## config.mk

```make
export PLATFORM = sky130hd
export DESIGN_NAME = nvs_cmd_ctrl
export DESIGN_NICKNAME = d
export VERILOG_FILES = /design/src/hdl/nvs_cmd_ctrl.v /design/src/hdl/nvs_link_rx.v
export VERILOG_INCLUDE_DIRS = /design/src /design/src/hdl
export SDC_FILE = /design/constraint.sdc
export NUM_CORES = 1
export LEC_CHECK = 0
export ABC_AREA = 1
export BUFFER_PORTS_ARGS = -buffer_cell sky130_fd_sc_hd__buf_4
export CORE_MARGIN = 2
export CORE_UTILIZATION = 35
export CTS_CLUSTER_DIAMETER = 40
export CTS_CLUSTER_SIZE = 8
export DETAILED_ROUTE_END_ITERATION = 6
export SYNTH_ARGS = -nofsm -noshare
export SYNTH_HDL_FRONTEND = slang
export SYNTH_HIERARCHICAL = 1
export SYNTH_SLANG_ARGS = --single-unit
export TNS_END_PERCENT = 50
```

## constraint.sdc

```tcl
create_clock -name clk_in -period 2 [get_ports clk_in]
set_input_delay 0.5 -clock clk_in [delete_from_list [all_inputs] [get_ports clk_in]]
set_output_delay 0.5 -clock clk_in [all_outputs]
set_load 0.02 [all_outputs]
```

## src/hdl/nvs_cmd_map.vh

```
// Named constants for the nonvolatile command and sleep control block.
// Assumes inclusion by bare name from the design files only.
`ifndef NVS_CMD_MAP_VH
`define NVS_CMD_MAP_VH

// -------------------------------------------------------------------------
// Slave addressing
// -------------------------------------------------------------------------
`define NVS_CTRL_NIBBLE   4'h3
`define NVS_MEM_NIBBLE    4'ha
`define NVS_CMD_OFFSET    8'haa

// -------------------------------------------------------------------------
// Command register codes
// -------------------------------------------------------------------------
`define NVS_CODE_SAVE     8'h3c
`define NVS_CODE_RESTORE  8'h60
`define NVS_CODE_AS_ON    8'h59
`define NVS_CODE_AS_OFF   8'h19
`define NVS_CODE_SLEEP    8'hb9

// -------------------------------------------------------------------------
// Reset values
// -------------------------------------------------------------------------
`define NVS_AUTOSAVE_RST  1'h1
`define NVS_CELL_RST      8'h00

// -------------------------------------------------------------------------
// Link bit counter
// -------------------------------------------------------------------------
`define NVS_BIT_LAST      4'h7
`define NVS_BIT_ACK       4'h8
`define NVS_BIT_DONE      4'h9

// -------------------------------------------------------------------------
// Operation states
// -------------------------------------------------------------------------
`define NVS_OP_BOOT       4'h0
`define NVS_OP_READY      4'h1
`define NVS_OP_SAVE       4'h2
`define NVS_OP_RESTORE    4'h3
`define NVS_OP_SETTLE     4'h4
`define NVS_OP_SL_SETTLE  4'h5
`define NVS_OP_SL_SAVE    4'h6
`define NVS_OP_SL_ENTRY   4'h7
`define NVS_OP_DOZE       4'h8
`define NVS_OP_WAKE       4'h9
`define NVS_OP_PF_SAVE    4'ha
`define NVS_OP_PF_HALT    4'hb

// -------------------------------------------------------------------------
// Frame states
// -------------------------------------------------------------------------
`define NVS_FR_IDLE       3'h0
`define NVS_FR_ADDR       3'h1
`define NVS_FR_OFFS       3'h2
`define NVS_FR_DATA       3'h3
`define NVS_FR_SKIP       3'h4

`endif

```

## src/hdl/nvs_cmd_ctrl.v

```verilog
// Command register decoder with save, restore, autosave and sleep control.
// Assumes an external memory engine honours access_allow_out and reports
// completed SRAM writes on sram_write_done_in in this clock domain.
`timescale 1ns/1ps
`include "nvs_cmd_map.vh"

module nvs_cmd_ctrl
#(
  parameter integer   CLK_MHZ     = 100,
  parameter integer   SAVE_NS     = 8000,
  parameter integer   RESTORE_NS  = 20000,
  parameter integer   SETTLE_NS   = 500,
  parameter integer   ENTRY_NS    = 8000,
  parameter integer   WAKE_NS     = 20000,
  parameter [2:0]     DEV_SELECT  = 3'h0,
  parameter integer   TMR_W       = 20
)
(
  input  wire         clk_in,
  input  wire         rst_in,
  input  wire         scl_in,
  input  wire         sda_in,
  output wire         sda_out,
  output wire         sda_oe_out,
  input  wire         write_guard_in,
  input  wire         supply_trip_level_in,
  input  wire         sram_write_done_in,
  output wire         busy_strobe_n_out,
  output wire         busy_strobe_n_oe_out,
  output reg          access_allow_out,
  output reg          write_block_out,
  output reg          autosave_on_out,
  output reg          save_active_out,
  output reg          restore_active_out,
  output reg          doze_out,
  output reg          dirty_out
);

  // -----------------------------------------------------------------------
  // Durations as cycle counts, rounded up
  // -----------------------------------------------------------------------
  localparam integer SAVE_CYC    = (SAVE_NS * CLK_MHZ + 999) / 1000;
  localparam integer RESTORE_CYC = (RESTORE_NS * CLK_MHZ + 999) / 1000;
  localparam integer SETTLE_CYC  = (SETTLE_NS * CLK_MHZ + 999) / 1000;
  localparam integer ENTRY_CYC   = (ENTRY_NS * CLK_MHZ + 999) / 1000;
  localparam integer WAKE_CYC    = (WAKE_NS * CLK_MHZ + 999) / 1000;

  localparam [TMR_W-1:0] SAVE_T    = SAVE_CYC[TMR_W-1:0];
  localparam [TMR_W-1:0] RESTORE_T = RESTORE_CYC[TMR_W-1:0];
  localparam [TMR_W-1:0] SETTLE_T  = SETTLE_CYC[TMR_W-1:0];
  localparam [TMR_W-1:0] ENTRY_T   = ENTRY_CYC[TMR_W-1:0];
  localparam [TMR_W-1:0] WAKE_T    = WAKE_CYC[TMR_W-1:0];
  localparam [TMR_W-1:0] ONE_T     = {{(TMR_W-1){1'b0}}, 1'b1};
  localparam [TMR_W-1:0] ZERO_T    = {TMR_W{1'b0}};

  // -----------------------------------------------------------------------
  // Declarations
  // -----------------------------------------------------------------------
  reg  [1:0]       guard_sync_q;
  reg  [1:0]       trip_sync_q;
  reg  [3:0]       op_q;
  reg  [3:0]       op_d;
  reg  [TMR_W-1:0] tmr_q;
  reg  [TMR_W-1:0] tmr_d;
  reg  [TMR_W-1:0] entry_q;
  reg  [TMR_W-1:0] entry_d;
  reg  [2:0]       fr_q;
  reg  [2:0]       fr_d;
  reg              ack_q;
  reg              ack_d;
  reg              autosave_q;
  reg              autosave_d;
  reg              dirty_q;
  reg              cmd_valid_q;
  reg              cmd_valid_d;
  reg  [7:0]       cmd_q;
  reg  [7:0]       cmd_d;
  reg              wake_req_q;
  reg              wake_req_d;
  reg              nv_done;
  wire             guard_s;
  wire             trip_s;
  wire             rx_start;
  wire             rx_stop;
  wire             rx_valid;
  wire [7:0]       rx_byte;
  wire             tmr_end;
  wire             ready;
  wire             addr_ctrl;
  wire             addr_mem;
  wire             pf_go;

  // -----------------------------------------------------------------------
  // Link receiver
  // -----------------------------------------------------------------------
  nvs_link_rx u_link_rx
  (
    .clk_in         (clk_in),
    .rst_in         (rst_in),
    .scl_in         (scl_in),
    .sda_in         (sda_in),
    .ack_in         (ack_q),
    .start_out      (rx_start),
    .stop_out       (rx_stop),
    .byte_valid_out (rx_valid),
    .byte_out       (rx_byte),
    .sda_out        (sda_out),
    .sda_oe_out     (sda_oe_out)
  );

  // -----------------------------------------------------------------------
  // Pin synchronisers
  // -----------------------------------------------------------------------
  // Reset value low matches the pad pull-down: an open guard pin is inert
  always @(posedge clk_in)
  begin
    if (rst_in)
    begin
      guard_sync_q <= 2'h0;
      trip_sync_q  <= 2'h0;
    end
    else
    begin
      guard_sync_q <= {guard_sync_q[0], write_guard_in};
      trip_sync_q  <= {trip_sync_q[0], supply_trip_level_in};
    end
  end

  assign guard_s = guard_sync_q[1];
  assign trip_s  = trip_sync_q[1];

  // -----------------------------------------------------------------------
  // Address decode
  // -----------------------------------------------------------------------
  assign ready     = (op_q == `NVS_OP_READY);
  assign addr_ctrl = (rx_byte[7:4] == `NVS_CTRL_NIBBLE) &&
                     (rx_byte[3:1] == DEV_SELECT);
  assign addr_mem  = (rx_byte[7:4] == `NVS_MEM_NIBBLE) &&
                     (rx_byte[3:1] == DEV_SELECT);
  assign tmr_end   = (tmr_q == ONE_T);
  assign pf_go     = autosave_q & trip_s;

  // -----------------------------------------------------------------------
  // Frame decoder
  // -----------------------------------------------------------------------
  always @*
  begin
    fr_d        = fr_q;
    ack_d       = ack_q;
    cmd_valid_d = 1'h0;
    cmd_d       = cmd_q;
    wake_req_d  = 1'h0;
    if (rx_start)
    begin
      fr_d  = `NVS_FR_ADDR;
      ack_d = 1'h0;
    end
    else if (rx_stop)
    begin
      fr_d  = `NVS_FR_IDLE;
      ack_d = 1'h0;
    end
    else if (rx_valid)
    begin
      ack_d = 1'h0;
      case (fr_q)
        `NVS_FR_ADDR:
        begin
          fr_d = `NVS_FR_SKIP;
          if ((addr_ctrl || addr_mem) && (op_q == `NVS_OP_DOZE))
            wake_req_d = 1'h1;
          // Busy device leaves the address unanswered; master polls
          if (ready && addr_ctrl && !rx_byte[0])
          begin
            ack_d = 1'h1;
            fr_d  = `NVS_FR_OFFS;
          end
        end
        `NVS_FR_OFFS:
        begin
          fr_d = `NVS_FR_SKIP;
          if (rx_byte == `NVS_CMD_OFFSET)
          begin
            ack_d = 1'h1;
            fr_d  = `NVS_FR_DATA;
          end
        end
        `NVS_FR_DATA:
        begin
          fr_d = `NVS_FR_SKIP;
          // Guarded writes are refused with NACK and leave no trace
          if (!guard_s)
          begin
            ack_d       = 1'h1;
            cmd_valid_d = 1'h1;
            cmd_d       = rx_byte;
          end
        end
        default:
          fr_d = `NVS_FR_SKIP;
      endcase
    end
  end

  always @(posedge clk_in)
  begin
    if (rst_in)
    begin
      fr_q        <= `NVS_FR_IDLE;
      ack_q       <= 1'h0;
      cmd_valid_q <= 1'h0;
      cmd_q       <= `NVS_CELL_RST;
      wake_req_q  <= 1'h0;
    end
    else
    begin
      fr_q        <= fr_d;
      ack_q       <= ack_d;
      cmd_valid_q <= cmd_valid_d;
      cmd_q       <= cmd_d;
      wake_req_q  <= wake_req_d;
    end
  end

  // -----------------------------------------------------------------------
  // Operation sequencer
  // -----------------------------------------------------------------------
  always @*
  begin
    op_d       = op_q;
    tmr_d      = (tmr_q == ZERO_T) ? ZERO_T : tmr_q - ONE_T;
    entry_d    = (entry_q == ZERO_T) ? ZERO_T : entry_q - ONE_T;
    autosave_d = autosave_q;
    nv_done    = 1'h0;
    case (op_q)
      `NVS_OP_BOOT:
      begin
        // Power-up restore has no bypass
        op_d  = `NVS_OP_RESTORE;
        tmr_d = RESTORE_T;
      end
      `NVS_OP_READY:
      begin
        if (pf_go)
        begin
          op_d  = dirty_q ? `NVS_OP_PF_SAVE : `NVS_OP_PF_HALT;
          tmr_d = SAVE_T;
        end
        else if (cmd_valid_q)
        begin
          case (cmd_q)
            `NVS_CODE_SAVE:
            begin
              op_d  = `NVS_OP_SAVE;
              tmr_d = SAVE_T;
            end
            `NVS_CODE_RESTORE:
            begin
              op_d  = `NVS_OP_RESTORE;
              tmr_d = RESTORE_T;
            end
            `NVS_CODE_AS_ON:
            begin
              autosave_d = 1'h1;
              op_d       = `NVS_OP_SETTLE;
              tmr_d      = SETTLE_T;
            end
            `NVS_CODE_AS_OFF:
            begin
              autosave_d = 1'h0;
              op_d       = `NVS_OP_SETTLE;
              tmr_d      = SETTLE_T;
            end
            `NVS_CODE_SLEEP:
            begin
              op_d    = `NVS_OP_SL_SETTLE;
              tmr_d   = SETTLE_T;
              entry_d = ENTRY_T;
            end
            default:
              op_d = `NVS_OP_READY;
          endcase
        end
      end
      `NVS_OP_SAVE,
      `NVS_OP_RESTORE:
      begin
        if (tmr_end)
        begin
          op_d    = `NVS_OP_READY;
          nv_done = 1'h1;
        end
      end
      `NVS_OP_SETTLE:
      begin
        if (tmr_end)
          op_d = `NVS_OP_READY;
      end
      `NVS_OP_SL_SETTLE:
      begin
        if (tmr_end)
        begin
          op_d  = dirty_q ? `NVS_OP_SL_SAVE : `NVS_OP_SL_ENTRY;
          tmr_d = SAVE_T;
        end
      end
      `NVS_OP_SL_SAVE:
      begin
        if (tmr_end)
        begin
          op_d    = `NVS_OP_SL_ENTRY;
          nv_done = 1'h1;
        end
      end
      `NVS_OP_SL_ENTRY:
      begin
        // Entry time counts from the command, not from the save end
        if (entry_q <= ONE_T)
          op_d = `NVS_OP_DOZE;
      end
      `NVS_OP_DOZE:
      begin
        if (pf_go)
        begin
          op_d  = dirty_q ? `NVS_OP_PF_SAVE : `NVS_OP_PF_HALT;
          tmr_d = SAVE_T;
        end
        else if (wake_req_q)
        begin
          op_d  = `NVS_OP_WAKE;
          tmr_d = WAKE_T;
        end
      end
      `NVS_OP_WAKE:
      begin
        if (tmr_end)
          op_d = `NVS_OP_READY;
      end
      `NVS_OP_PF_SAVE:
      begin
        if (tmr_end)
        begin
          op_d    = `NVS_OP_PF_HALT;
          nv_done = 1'h1;
        end
      end
      `NVS_OP_PF_HALT:
      begin
        // Supply came back without a full power cycle: reload the array
        if (!trip_s)
          op_d = `NVS_OP_BOOT;
      end
      default:
        op_d = `NVS_OP_BOOT;
    endcase
  end

  always @(posedge clk_in)
  begin
    if (rst_in)
    begin
      op_q       <= `NVS_OP_BOOT;
      tmr_q      <= ZERO_T;
      entry_q    <= ZERO_T;
      autosave_q <= `NVS_AUTOSAVE_RST;
    end
    else
    begin
      op_q       <= op_d;
      tmr_q      <= tmr_d;
      entry_q    <= entry_d;
      autosave_q <= autosave_d;
    end
  end

  // -----------------------------------------------------------------------
  // Dirty tracking
  // -----------------------------------------------------------------------
  // A write landing with the completion still counts as unsaved
  always @(posedge clk_in)
  begin
    if (rst_in)
      dirty_q <= 1'h0;
    else if (sram_write_done_in)
      dirty_q <= 1'h1;
    else if (nv_done)
      dirty_q <= 1'h0;
  end

  // -----------------------------------------------------------------------
  // Registered status outputs
  // -----------------------------------------------------------------------
  always @(posedge clk_in)
  begin
    if (rst_in)
    begin
      access_allow_out   <= 1'h0;
      write_block_out    <= 1'h0;
      autosave_on_out    <= `NVS_AUTOSAVE_RST;
      save_active_out    <= 1'h0;
      restore_active_out <= 1'h0;
      doze_out           <= 1'h0;
      dirty_out          <= 1'h0;
    end
    else
    begin
      access_allow_out   <= (op_d == `NVS_OP_READY) && !pf_go;
      write_block_out    <= guard_s;
      autosave_on_out    <= autosave_d;
      save_active_out    <= (op_d == `NVS_OP_SAVE) || (op_d == `NVS_OP_SL_SAVE) ||
                            (op_d == `NVS_OP_PF_SAVE);
      restore_active_out <= (op_d == `NVS_OP_RESTORE);
      doze_out           <= (op_d == `NVS_OP_DOZE);
      dirty_out          <= sram_write_done_in | (dirty_q & ~nv_done);
    end
  end

  // Open-drain busy pin: only ever pulls low
  assign busy_strobe_n_out    = 1'h0;
  assign busy_strobe_n_oe_out = save_active_out;

endmodule // nvs_cmd_ctrl

```

## src/hdl/nvs_link_rx.v

```verilog
// Serial link receiver: start/stop detection, byte capture, ACK drive.
// Assumes scl/sda arrive raw from pins; sda is open drain, driven low only.
`timescale 1ns/1ps
`include "nvs_cmd_map.vh"

module nvs_link_rx
(
  input  wire       clk_in,
  input  wire       rst_in,
  input  wire       scl_in,
  input  wire       sda_in,
  input  wire       ack_in,
  output reg        start_out,
  output reg        stop_out,
  output reg        byte_valid_out,
  output reg  [7:0] byte_out,
  output wire       sda_out,
  output wire       sda_oe_out
);

  reg  [1:0] scl_sync_q;
  reg  [1:0] sda_sync_q;
  reg        scl_prev_q;
  reg        sda_prev_q;
  reg  [3:0] bit_cnt_q;
  reg  [7:0] shift_q;
  reg        drive_q;
  wire       scl_s;
  wire       sda_s;
  wire       scl_rise;
  wire       scl_fall;

  // -----------------------------------------------------------------------
  // Pin synchronisers
  // -----------------------------------------------------------------------
  always @(posedge clk_in)
  begin
    if (rst_in)
    begin
      scl_sync_q <= 2'h3;
      sda_sync_q <= 2'h3;
      scl_prev_q <= 1'h1;
      sda_prev_q <= 1'h1;
    end
    else
    begin
      scl_sync_q <= {scl_sync_q[0], scl_in};
      sda_sync_q <= {sda_sync_q[0], sda_in};
      scl_prev_q <= scl_sync_q[1];
      sda_prev_q <= sda_sync_q[1];
    end
  end

  assign scl_s    = scl_sync_q[1];
  assign sda_s    = sda_sync_q[1];
  assign scl_rise = scl_s & ~scl_prev_q;
  assign scl_fall = ~scl_s & scl_prev_q;

  // -----------------------------------------------------------------------
  // Bit engine
  // -----------------------------------------------------------------------
  always @(posedge clk_in)
  begin
    if (rst_in)
    begin
      start_out      <= 1'h0;
      stop_out       <= 1'h0;
      byte_valid_out <= 1'h0;
      byte_out       <= 8'h00;
      bit_cnt_q      <= 4'h0;
      shift_q        <= 8'h00;
      drive_q        <= 1'h0;
    end
    else
    begin
      start_out      <= scl_s & scl_prev_q & ~sda_s & sda_prev_q;
      stop_out       <= scl_s & scl_prev_q & sda_s & ~sda_prev_q;
      byte_valid_out <= 1'h0;
      if (scl_s & scl_prev_q & (sda_s != sda_prev_q))
      begin
        bit_cnt_q <= 4'h0;
        drive_q   <= 1'h0;
      end
      else if (scl_rise)
      begin
        if (bit_cnt_q < `NVS_BIT_ACK)
        begin
          shift_q   <= {shift_q[6:0], sda_s};
          bit_cnt_q <= bit_cnt_q + 4'h1;
          if (bit_cnt_q == `NVS_BIT_LAST)
          begin
            byte_valid_out <= 1'h1;
            byte_out       <= {shift_q[6:0], sda_s};
          end
        end
        else if (bit_cnt_q == `NVS_BIT_ACK)
          bit_cnt_q <= `NVS_BIT_DONE;
      end
      else if (scl_fall)
      begin
        // Ack decision is sampled half a link period after the byte lands
        if (bit_cnt_q == `NVS_BIT_ACK)
          drive_q <= ack_in;
        else if (bit_cnt_q == `NVS_BIT_DONE)
        begin
          drive_q   <= 1'h0;
          bit_cnt_q <= 4'h0;
        end
      end
    end
  end

  assign sda_out    = 1'h0;
  assign sda_oe_out = drive_q;

endmodule // nvs_link_rx

```

==> results of run 1 <==
==> sequential cells by signal, indices dropped and copies added (netlist names), 2 cells and up <==
name / cells
u_link_rx/bit_cnt_q: 4
entry_q: 20
u_link_rx/shift_q: 7
u_link_rx/scl_sync_q: 2
u_link_rx/sda_sync_q: 2
guard_sync_q: 2
op_q: 4
cmd_q: 8
trip_sync_q: 2
u_link_rx/byte_out: 8
fr_q: 3
tmr_q: 20
==> synth_stat cells, drive strengths merged, types with 2 or more instances <==
cell,n
conb,2
nand3,50
nor4,4
a31oi,2
xor2,23
o21ai,38
nand4,15
o211ai,2
nor2,135
dfxtp,99
or2,7
a211oi,3
nand3b,2
inv,87
ha,11
a21oi,43
clkbuf,4
buf,9
nor3,17
nand2,109
xnor2,9
==> final cells by class <==
class,count,area share
clock buffers,11,0.0423
clock inverters,3,0.00319
inverters,88,0.0606
multi-input cells,475,0.456
flip-flops and latches,99,0.361
well taps,180,0.0410
repair buffers,25,0.0364
==> cell usage in the layout, fill, tap and decap left out, drive strengths merged, types with 2 or more instances in the layout <==
cell type / n
clkbuf: 11
or2: 7
nor2: 135
buf: 25
a211oi: 3
nor4: 4
dfxtp: 99
inv: 87
clkinv: 3
nand4: 15
xor2: 23
conb: 2
o21ai: 38
nand2: 109
nand3: 50
nor3: 17
xnor2: 9
ha: 11
nand3b: 2
o211ai: 2
a21oi: 43
a31oi: 2
==> layer usage <==
layer  vias to the layer above  track usage
met3                        15       0.0428
met5                         -            0
met2                        76        0.221
met1                      1837        0.196
li1                       2206            -
met4                         0       0.0510
==> stage by stage <==
| stage | worst slack (ps) | utilization | power, mW | instance area [µm²] |
|---|---|---|---|---|
| finish | 184 | 0.399 | 5.60 | 5500 |
| global route | 16.6 | 0.399 | 5.99 | 5500 |
| CTS | 57.3 | 0.398 | 5.63 | 5480 |
| detailed placement | 61.1 | 0.379 | 4.05 | 5230 |
| global placement | 78.4 | 0.379 | 4.07 | 5230 |
| floorplan | 427 | - | 3.69 | 4890 |
==> critical path, delay by kind of cell, from the launching register on <==
family,cells,cell delay [ps]
compound gates,1,70
flops,1,350
simple gates,8,1000
fa+ha+maj,1,180
buf+inv,1,90
==> final timing paths <==
check	endpoint	cells after the start	from	slack, ps
worst max register to register	tmr_q[7]	11	tmr_q[0]	180
worst max-delay path	tmr_q[7]	11	tmr_q[0]	180
worst min register to register	guard_sync_q[1]	2	guard_sync_q[0]	400
worst min-delay path	u_link_rx/scl_sync_q[0]	2	scl_in	330
==> kinds of logic (layout without fill, tap and decap cells) <==
kind of cell	Yosys count	count (layout)	synth area share
AO/OA/AOI/OAI	89	89	0.101
XOR/XNOR	32	32	0.0573
adder cells (fa/ha/maj)	11	11	0.0281
buffers and inverters	101	127	0.0867
flip-flops	99	99	0.405
other	2	2	0.00154
AND/OR/NAND/NOR	341	341	0.320
==> report_power, final <==
group	leakage [nW]	switching (mW)	internal, mW
sequential	0.805	0.159	2.16
combinational	1.63	1.10	0.644
clock	0.121	0.713	0.826
total	2.56	1.97	3.63
==> timing repair <==
item                                    CTS  global route
hold buffers                              0             0
buffers inserted                          0             0
gates resized for setup                   0             5
endpoints found under the setup margin    0            22
==> flow_summary.yaml, run 1 <==
timing:
  fmax_mhz: 551
  rsz0062_at_grt: "no"
  final.setup_skew_ps: 6.71
  period_minus_slack_ps: 1820
  fin_crit_sh: 0.908
  setup_violations: 0
  whs_ps: 333
  setup_tns_ps: 0
  slew_viol_final: 0
  hold_viol_final: 0
synth:
  synth_seq_cells: 99
  synth_seq_area_share: 0.405
  synthCells: 675
  synth_nets: 693
  syn_area_per_cell_um2: 7.25
  synth_edf_count: 0
  async_flop_share: 0
  synth_warnings: 6
  synth_cell_type_count: 42
  synth_ff_type: "dfxtp_1"
  synth_area_um2: 4890
  synth_area_leader_cell: "dfxtp_1"
  synth_top_area_share: 0.405
  ys_top_cells_by_area: "dfxtp_1 41%, nor2_1 9.4%, nand2_1 7.7%"
detailed_routing:
  routed_wl_um: 10000
  dr.first_iter.drc_count: 320
  avgViaCountPerCell: 4.69
  maxUsedRoutingLayer: "met4"
  final_antenna_net_count: 0
  wire_per_inst_um: 11.4
  drc: 0
  met2RoutedLength_um: 4310
  dr_total_vias: 4134
  drt-met1-wl_um: 5070
  wl_met3_um: 486
  dr.pass1.iters: 5
critical_path:
  cp-start-kind: "flip-flop"
  arrival_ps: 2030
  path_cells: "inv_1, ha_1, nand2_2, nor2_4, nand2_2, nor2_2, nand2_1, nor2_2, nand2_2, nand3_1, a21oi_1"
  crit_top_cell: "nand2_2"
  slowest_stage: "dfxtp_1"
  slowest_delay_ps: 350
  critPathMaxFanout: 5
  cp.required_ps: 2220
  crit_path_end_kind: "flip-flop"
  worst-setup-path-type: "reg -> reg"
clock_network:
  clockRootBuffer: "clkbuf_16"
  cts_tree: "yes"
  clk_pin_slew_ps: 60
  cts.sinks: 99
  htree_num_levels: 3
  cts_made_buffers: 9
  cts.path.max_buffers: 2
  clk_latency_ps: 350
floorplan:
  dieArea_um2: 14900
  die_h_um: 122
  rows: 43
  core-area_um2: 13800
  die_w_um: 122
  initial_core_util: 0.355
  io-pin-count: 18
global_routing:
  grt_usage: 0.145
  antenna_found_initial: 0
  grt_start_max_net_pins: 18
  grt-ovfl-total: 0
  grt_pass1_vias: 3837
  grt_pass1_wl_um: 17400
place:
  hpwl_um: 7520
  dp_cells: 867
  port_buffers: 15
  gp_congestion: 0.895
layout:
  nNetsFinal: 716
  fillers: 1496
  multiInputGateArea_um2: 2510
  area_delta_synth_final_pct: 12.4
  final_cells: 881
  seqCellArea_um2: 1980
  diodes: 0
  drive_above_1_share: 0.120
pwr:
  p_leak_nw: 2.56
  ir_worst_vdd_v: 0.000433
  power_density_nw_per_um2: 1020
status:
  outcome: "finished clean"
run:
  max-cap-violations: 0
hold_path:
  hold_path_class: "in -> reg"
(Power assumes the default switching activity.)
==> inputs of run 2 (changes only) <==
--- a/config.mk
+++ b/config.mk
@@ -6,8 +6,8 @@
 export SDC_FILE = /design/constraint.sdc
 export NUM_CORES = 1
 export LEC_CHECK = 0
-export ABC_AREA = 1
 export BUFFER_PORTS_ARGS = -buffer_cell sky130_fd_sc_hd__buf_4
+export CAP_MARGIN = 30
 export CORE_MARGIN = 2
 export CORE_UTILIZATION = 35
 export CTS_CLUSTER_DIAMETER = 40
==> run 2 against run 1 <==
- the run now ends with negative setup slack left
- non-clock buffer count is 74 higher
- final area rose by 12%
- clock power rose by 14%
- first-iteration DRC count down 22%
- global-route usage rose by 0.84 points
- routed wire length rose by 6.8%
- critical path depth down 5
- register-to-register slack got worse by 390 ps
- clock skew grew 0.63 ps
- sequential power increased by 11%
- critical path type unchanged
- largest power group is now combinational cells
- highest routed layer unchanged
==> flow_summary.yaml, run 2 <==
synth:
  yosysMostFrequentCell: "dfxtp_1"
  synth_warnings: 6
  synth_seq_cells: 99
  yosys-top-cells-count: "99 x dfxtp_1, 71 x nor2_1, 45 x nand2_1"
  synth_edf_count: 0
  synth_nets: 556
  synth_top_area_share: 0.420
  synth_area_um2: 4720
  synth_seq_area_share: 0.420
  synthCells: 538
  synth_cell_type_count: 72
  ys_top_cells_by_area: "dfxtp_1 42%, nor2_1 5.6%, xnor2_1 4.5%"
  synth_area_leader_cell: "dfxtp_1"
  async_flop_share: 0
  synth_ff_type: "dfxtp_1"
  syn_area_per_cell_um2: 8.77
global_routing:
  grt_start_max_net_pins: 26
  antenna_found_initial: 0
  grt_pass1_vias: 3925
  grt_pass1_wl_um: 18100
  grt-ovfl-total: 0
  grt_usage: 0.154
run:
  max-cap-violations: 0
timing:
  setup_violations: 34
  fin_crit_sh: 1.10
  tightest_slew_ps: 540
  hold_viol_final: 0
  fmax_mhz: 454
  period_minus_slack_ps: 2200
  rsz0062_at_grt: "yes"
  relSlewSlack: 0.639
  layout_setup_ws_ps: -201
  final.setup_skew_ps: 7.34
  slew_viol_final: 0
clock_network:
  cts_tree: "yes"
  clockRootBuffer: "clkbuf_16"
  cts.path.max_buffers: 2
  htree_num_levels: 3
  cts.sinks: 99
  cts_made_buffers: 9
  clk_pin_slew_ps: 70
  clk_latency_ps: 350
hold_path:
  hold_path_class: "in -> reg"
  hold_depth: 2
  min_from: "sda_in"
  min_to: "u_link_rx/sda_sync_q[0]"
place:
  placed_cell_area_um2: 5550
  hpwl_um: 7720
  gp_congestion: 0.828
  port_buffers: 15
detailed_routing:
  drc: 0
  dr.pass1.iters: 4
  dr.first_iter.drc_count: 251
  routed_wl_um: 10700
  avgViaCountPerCell: 4.98
  dr_total_vias: 4005
  final_antenna_net_count: 0
  wire_per_inst_um: 13.3
critical_path:
  r2r-end: "doze_out"
  worst-setup-path-type: "reg -> reg"
  critPathMaxFanout: 5
  timing.rr.start: "cmd_q[7]"
  rrSetupSlack_ps: -200
  cp.required_ps: 2270
  crit_path_end_kind: "flip-flop"
  arrival_ps: 2480
  reg2reg_depth: 6
  cp-start-kind: "flip-flop"
layout:
  layout_commonest_cell: "dfxtp_1"
  reg_top3: "entry_q: 20 flops, tmr_q: 20 flops"
  stdcell_area_um2: 6160
  drive_above_1_share: 0.299
  area_delta_synth_final_pct: 30.6
  layout_common_cells: "95 x dfxtp_1, 93 x buf_4, 53 x nor2_1, 45 x nand2_1, 27 x a21oi_1"
  nNetsFinal: 641
  diodes: 0
status:
  outcome: "complete, but fails checks"
  violations: "negative setup slack"
floorplan:
  io-pin-count: 18
  initial_core_util: 0.358
  die_w_um: 120
  rows: 42
  die_h_um: 120
  dieArea_um2: 14400
  core-area_um2: 13200
pwr:
  internal_power_mw: 5.40
  power_frac_seq: 0.306
  p_comb_frac: 0.485
  p_clk_frac: 0.209
  power_density_nw_per_um2: 1360
  switching_power_mw: 3.01
  netSwitchingFraction: 0.358
  ir_worst_vdd_v: 0.000509
  power_mw: 8.40
  p_leak_nw: 2.38
==> run 2: cell count changes in the layout (fill, tap and decap cells not counted), moves of 9 or more <==
cell	previous run	this run
nand4_1	15	5
mux2i_1	0	9
xor2_1	23	10
nand2_1	99	45
nor2_1	121	53
nand3_1	47	7
buf_4	24	93
nor2b_1	0	13
o21ai_0	31	11
xnor2_1	9	24
inv_1	81	13
a21oi_1	37	27
==> run 2: worst max-delay path by stage <==
stage | startpoint | end | slack (ps)
after floorplan | cmd_q[7] | doze_out | -20
after global placement | tmr_q[17] | doze_out | -100
after detailed placement | tmr_q[17] | doze_out | -200
after CTS | cmd_q[7] | doze_out | -180
after global routing | cmd_q[7] | doze_out | -280
final | cmd_q[7] | doze_out | -200
==> run 2: cells by family after synthesis <==
| logic type | share of synthesized area |
|---|---|
| xor gates and xnor gates | 0.0631 |
| DFF | 0.420 |
| and+or+nand+nor | 0.287 |
| muxes | 0.0191 |
| AOI/OAI and AO/OA | 0.143 |
| buffers and inverters | 0.0371 |
| other | 0.00159 |
| adders and majority gates | 0.0292 |
==> run 2: critical path: stages, from the launching register on <==
cell and delay (ps):
dfxtp_2 320, or4b_4 530, or3_4 390, a22oi_2 210, o22ai_2 110, a2111oi_4 340, nor3b_2 240
==> run 2: power groups by stage <==
stage / clock (mW) / sequential (mW) / combinational, mW
final: 1.76 / 2.57 / 4.08
after global routing: 1.88 / 2.62 / 4.47
after CTS: 1.81 / 2.56 / 3.74
after detailed placement: 0 / 2.58 / 3.54
after global placement: 0 / 2.57 / 3.48
after floorplan: 0 / 2.63 / 2.19
==> run 2: metal layers <==
metal | track usage | share of wire | wire, µm | vias up
met5 | 0 | 0 | 0 | -
met2 | 0.252 | 0.48 | 5100 | 39
met1 | 0.200 | 0.48 | 5170 | 1885
met3 | 0.0361 | 0.027 | 287 | 12
li1 | - | - | - | 2069
met4 | 0.0478 | 0.014 | 152 | 0
==> run 2: area by class of cell <==
cell class	count	area (µm²)
clock buffers	11	243
clock inverters	5	61.3
fillers	1245	7030
inverters	15	56.3
multi-input cells	399	2790
flip-flops and latches	99	1990
well taps	176	220
repair buffers	99	802
==> run 2: what timing repair did <==
item | 4_1_cts | 5_1_grt
resized for setup | 26 | 35
hold buffers | 0 | 0
setup buffers | 4 | 2
setup endpoints to repair | 44 | 45
hold endpoints to repair | 0 | 0
cloned | 0 | 2
pin swaps | 21 | 8
==> run 2: stage by stage <==
stage / cells / setup slack (ps) / hold WS [ps] / setup TNS [ps] / util
final: 804 / -201 / 330 / -2460 / 0.467
after global routing: 804 / -277 / 328 / -6420 / 0.467
after CTS: 800 / -178 / 317 / -987 / 0.454
after detailed placement: 780 / -197 / 401 / -1970 / 0.421
after global placement: 780 / -99.1 / 398 / -860 / 0.421
after floorplan: 538 / -24.8 / 389 / -48.0 / -
==> inputs of run 3 (changes only) <==
--- a/config.mk
+++ b/config.mk
@@ -7,12 +7,13 @@
 export NUM_CORES = 1
 export LEC_CHECK = 0
 export BUFFER_PORTS_ARGS = -buffer_cell sky130_fd_sc_hd__buf_4
-export CAP_MARGIN = 30
+export CAP_MARGIN = 20
 export CORE_MARGIN = 2
 export CORE_UTILIZATION = 35
 export CTS_CLUSTER_DIAMETER = 40
 export CTS_CLUSTER_SIZE = 8
 export DETAILED_ROUTE_END_ITERATION = 6
+export MAX_ROUTING_LAYER = met4
 export SYNTH_ARGS = -nofsm -noshare
 export SYNTH_HDL_FRONTEND = slang
 export SYNTH_HIERARCHICAL = 1
==> run 3 against run 2 <==
- the flow still finishes with violations (negative setup slack)
- core utilization is 0.65 points lower
- global-route usage is 0.55 points higher
- final cell count is 0.12% lower
- largest cell class unchanged
- worst setup slack better by 36 ps
- combinational power is 3% lower
- worst hold slack worse by 9.9 ps
- sequential cell count stayed put
- total power is 1.9% lower
- clock skew is 6.7 ps higher
- final area is 1.4% lower
- first-iteration DRC count is 28% higher
- sequential share of layout area is 0.48 points higher
- critical endpoint unchanged
==> flow_summary.yaml, run 3 (same netlist as run 2, synthesis figures left out) <==
status:
  outcome: "complete, but fails checks"
  violations: "negative setup slack"
detailed_routing:
  drc: 0
  wire_per_inst_um: 13.4
  routed_wl_um: 10800
  met2RoutedLength_um: 5090
  drt-met1-wl_um: 5230
  maxUsedRoutingLayer: "met4"
  dr.pass1.iters: 5
  wl_met3_um: 301
  dr_total_vias: 4039
  final_antenna_net_count: 0
  avgViaCountPerCell: 5.03
  dr.first_iter.drc_count: 321
clock_network:
  htree_num_levels: 3
  postCtsHoldBufs: 0
  cts.sinks: 99
  cts_tree: "yes"
  clk_latency_ps: 360
  cts_made_buffers: 9
  clockRootBuffer: "clkbuf_16"
  clk_pin_slew_ps: 70
  cts.path.max_buffers: 2
global_routing:
  grt_usage: 0.159
  grt_start_max_net_pins: 26
  antenna_found_initial: 0
  grt-ovfl-total: 0
  grt_pass1_vias: 3802
  grt_pass1_wl_um: 18000
hold_path:
  hold_path_class: "in -> reg"
place:
  hpwl_um: 7660
  gp_congestion: 0.842
  port_buffers: 15
  dp_cells: 780
run:
  max-cap-violations: 0
critical_path:
  slowest_delay_ps: 540
  cp_top_family: "simple AND/OR/NAND/NOR gates"
  cp.required_ps: 2290
  slowest_stage: "or4b_4"
  critPathMaxFanout: 5
  worst-path-buf-inv: 0
  path_cells: "or4b_4, or3_4, a22oi_2, o22ai_2, a2111oi_4, nor3b_2"
  worst-setup-path-type: "reg -> reg"
  arrival_ps: 2450
  cp-start-kind: "flip-flop"
  crit_path_end_kind: "flip-flop"
floorplan:
  initial_core_util: 0.358
  io-pin-count: 18
  core-area_um2: 13200
  dieArea_um2: 14400
  die_w_um: 120
  rows: 42
  die_h_um: 120
pwr:
  ir_worst_vdd_v: 0.000531
  p_leak_nw: 2.35
  power_density_nw_per_um2: 1360
  power_mw: 8.24
timing:
  rsz0062_at_grt: "yes"
  setup_tns_ps: -1100
  setup_violations: 28
  tightest_slew_ps: 560
  final.setup_skew_ps: 14.0
  hold_viol_final: 0
  period_minus_slack_ps: 2170
  relSlewSlack: 0.626
  slew_viol_final: 0
  fin_crit_sh: 1.08
  layout_setup_ws_ps: -165
  fmax_mhz: 462
layout:
  drive_above_1_share: 0.282
  diodes: 0
  layout_commonest_cell: "dfxtp_1"
  fin_util: 0.461
  nNetsFinal: 640
  fillers: 1283
  reg_top3: "entry_q: 20 flops, tmr_q: 20 flops"
  layout_common_cells: "94 x dfxtp_1, 93 x buf_4, 64 x nor2_1, 45 x nand2_1, 27 x a21oi_1"
  area_delta_synth_final_pct: 28.7
  final_cells: 803
==> run 3: cell count changes in the layout (fill, tap and decap cells not counted), moves of 2 or more <==
cell / delta
o21ai_1: -2
nor2_4: -3
inv_8: +2
clkinvlp_4: +2
o31ai_1: -2
nor2_2: -8
o21ai_0: +2
nor2_1: +11
o31ai_2: +2
==> run 3: worst reg2reg max path, cell delays in order, from the launching register on <==
cell and delay [ps]:
dfxtp_2 320, or4b_4 540, or3_4 390, a22oi_2 210, o22ai_2 110, a2111oi_4 300
nor3b_2 220
==> run 3: final timing paths <==
| kind | start | to | slack (ps) | cells past startpoint |
|---|---|---|---|---|
| max | cmd_q[7] | doze_out | -170 | 6 |
| max reg2reg | cmd_q[7] | doze_out | -170 | 6 |
| min reg2reg | u_link_rx/sda_sync_q[0] | u_link_rx/sda_sync_q[1] | 410 | 1 |
| min | sda_in | u_link_rx/sda_sync_q[0] | 320 | 2 |
==> run 3: routing by layer <==
| metal | track usage | vias up |
|---|---|---|
| li1 | - | 2068 |
| met1 | 0.209 | 1904 |
| met2 | 0.241 | 56 |
| met3 | 0.0328 | 11 |
| met4 | 0.0603 | 0 |
| met5 | - | - |
==> run 3: metrics by stage <==
step           hold WS [ps]  worst slack [ps]  cell area (µm²)
5_1_grt                 315              -263             6080
2_1_floorplan           389             -24.8             4760
3_3_place_gp            399              -103             5550
6_report                320              -165             6080
4_1_cts                 312              -147             5950
3_5_place_dp            396              -167             5550
==> run 3: report_power, final <==
group	switching [mW]	internal, mW	leakage [nW]
Clock	0.820	0.902	0.139
Sequential	0.238	2.32	0.809
Combinational	1.94	2.02	1.41
Total	2.99	5.25	2.35
==> run 3: area by class of cell <==
type                            count  area [µm²]  area share
Clock buffer                       10         239      0.0393
Clock inverter                      6        55.1     0.00906
Sequential cell                    99        1990       0.327
Multi-Input combinational cell    399        2730       0.449
Inverter                           15        56.3     0.00927
Timing Repair Buffer               98         791       0.130
Tap cell                          176         220      0.0362
==> run 3: repair_timing <==
item | in CTS | in global routing
setup buffers | 3 | 2
setup endpoints to repair | 43 | 46
pin swaps | 20 | 7
gates cloned | 0 | 2
resized for setup | 22 | 17
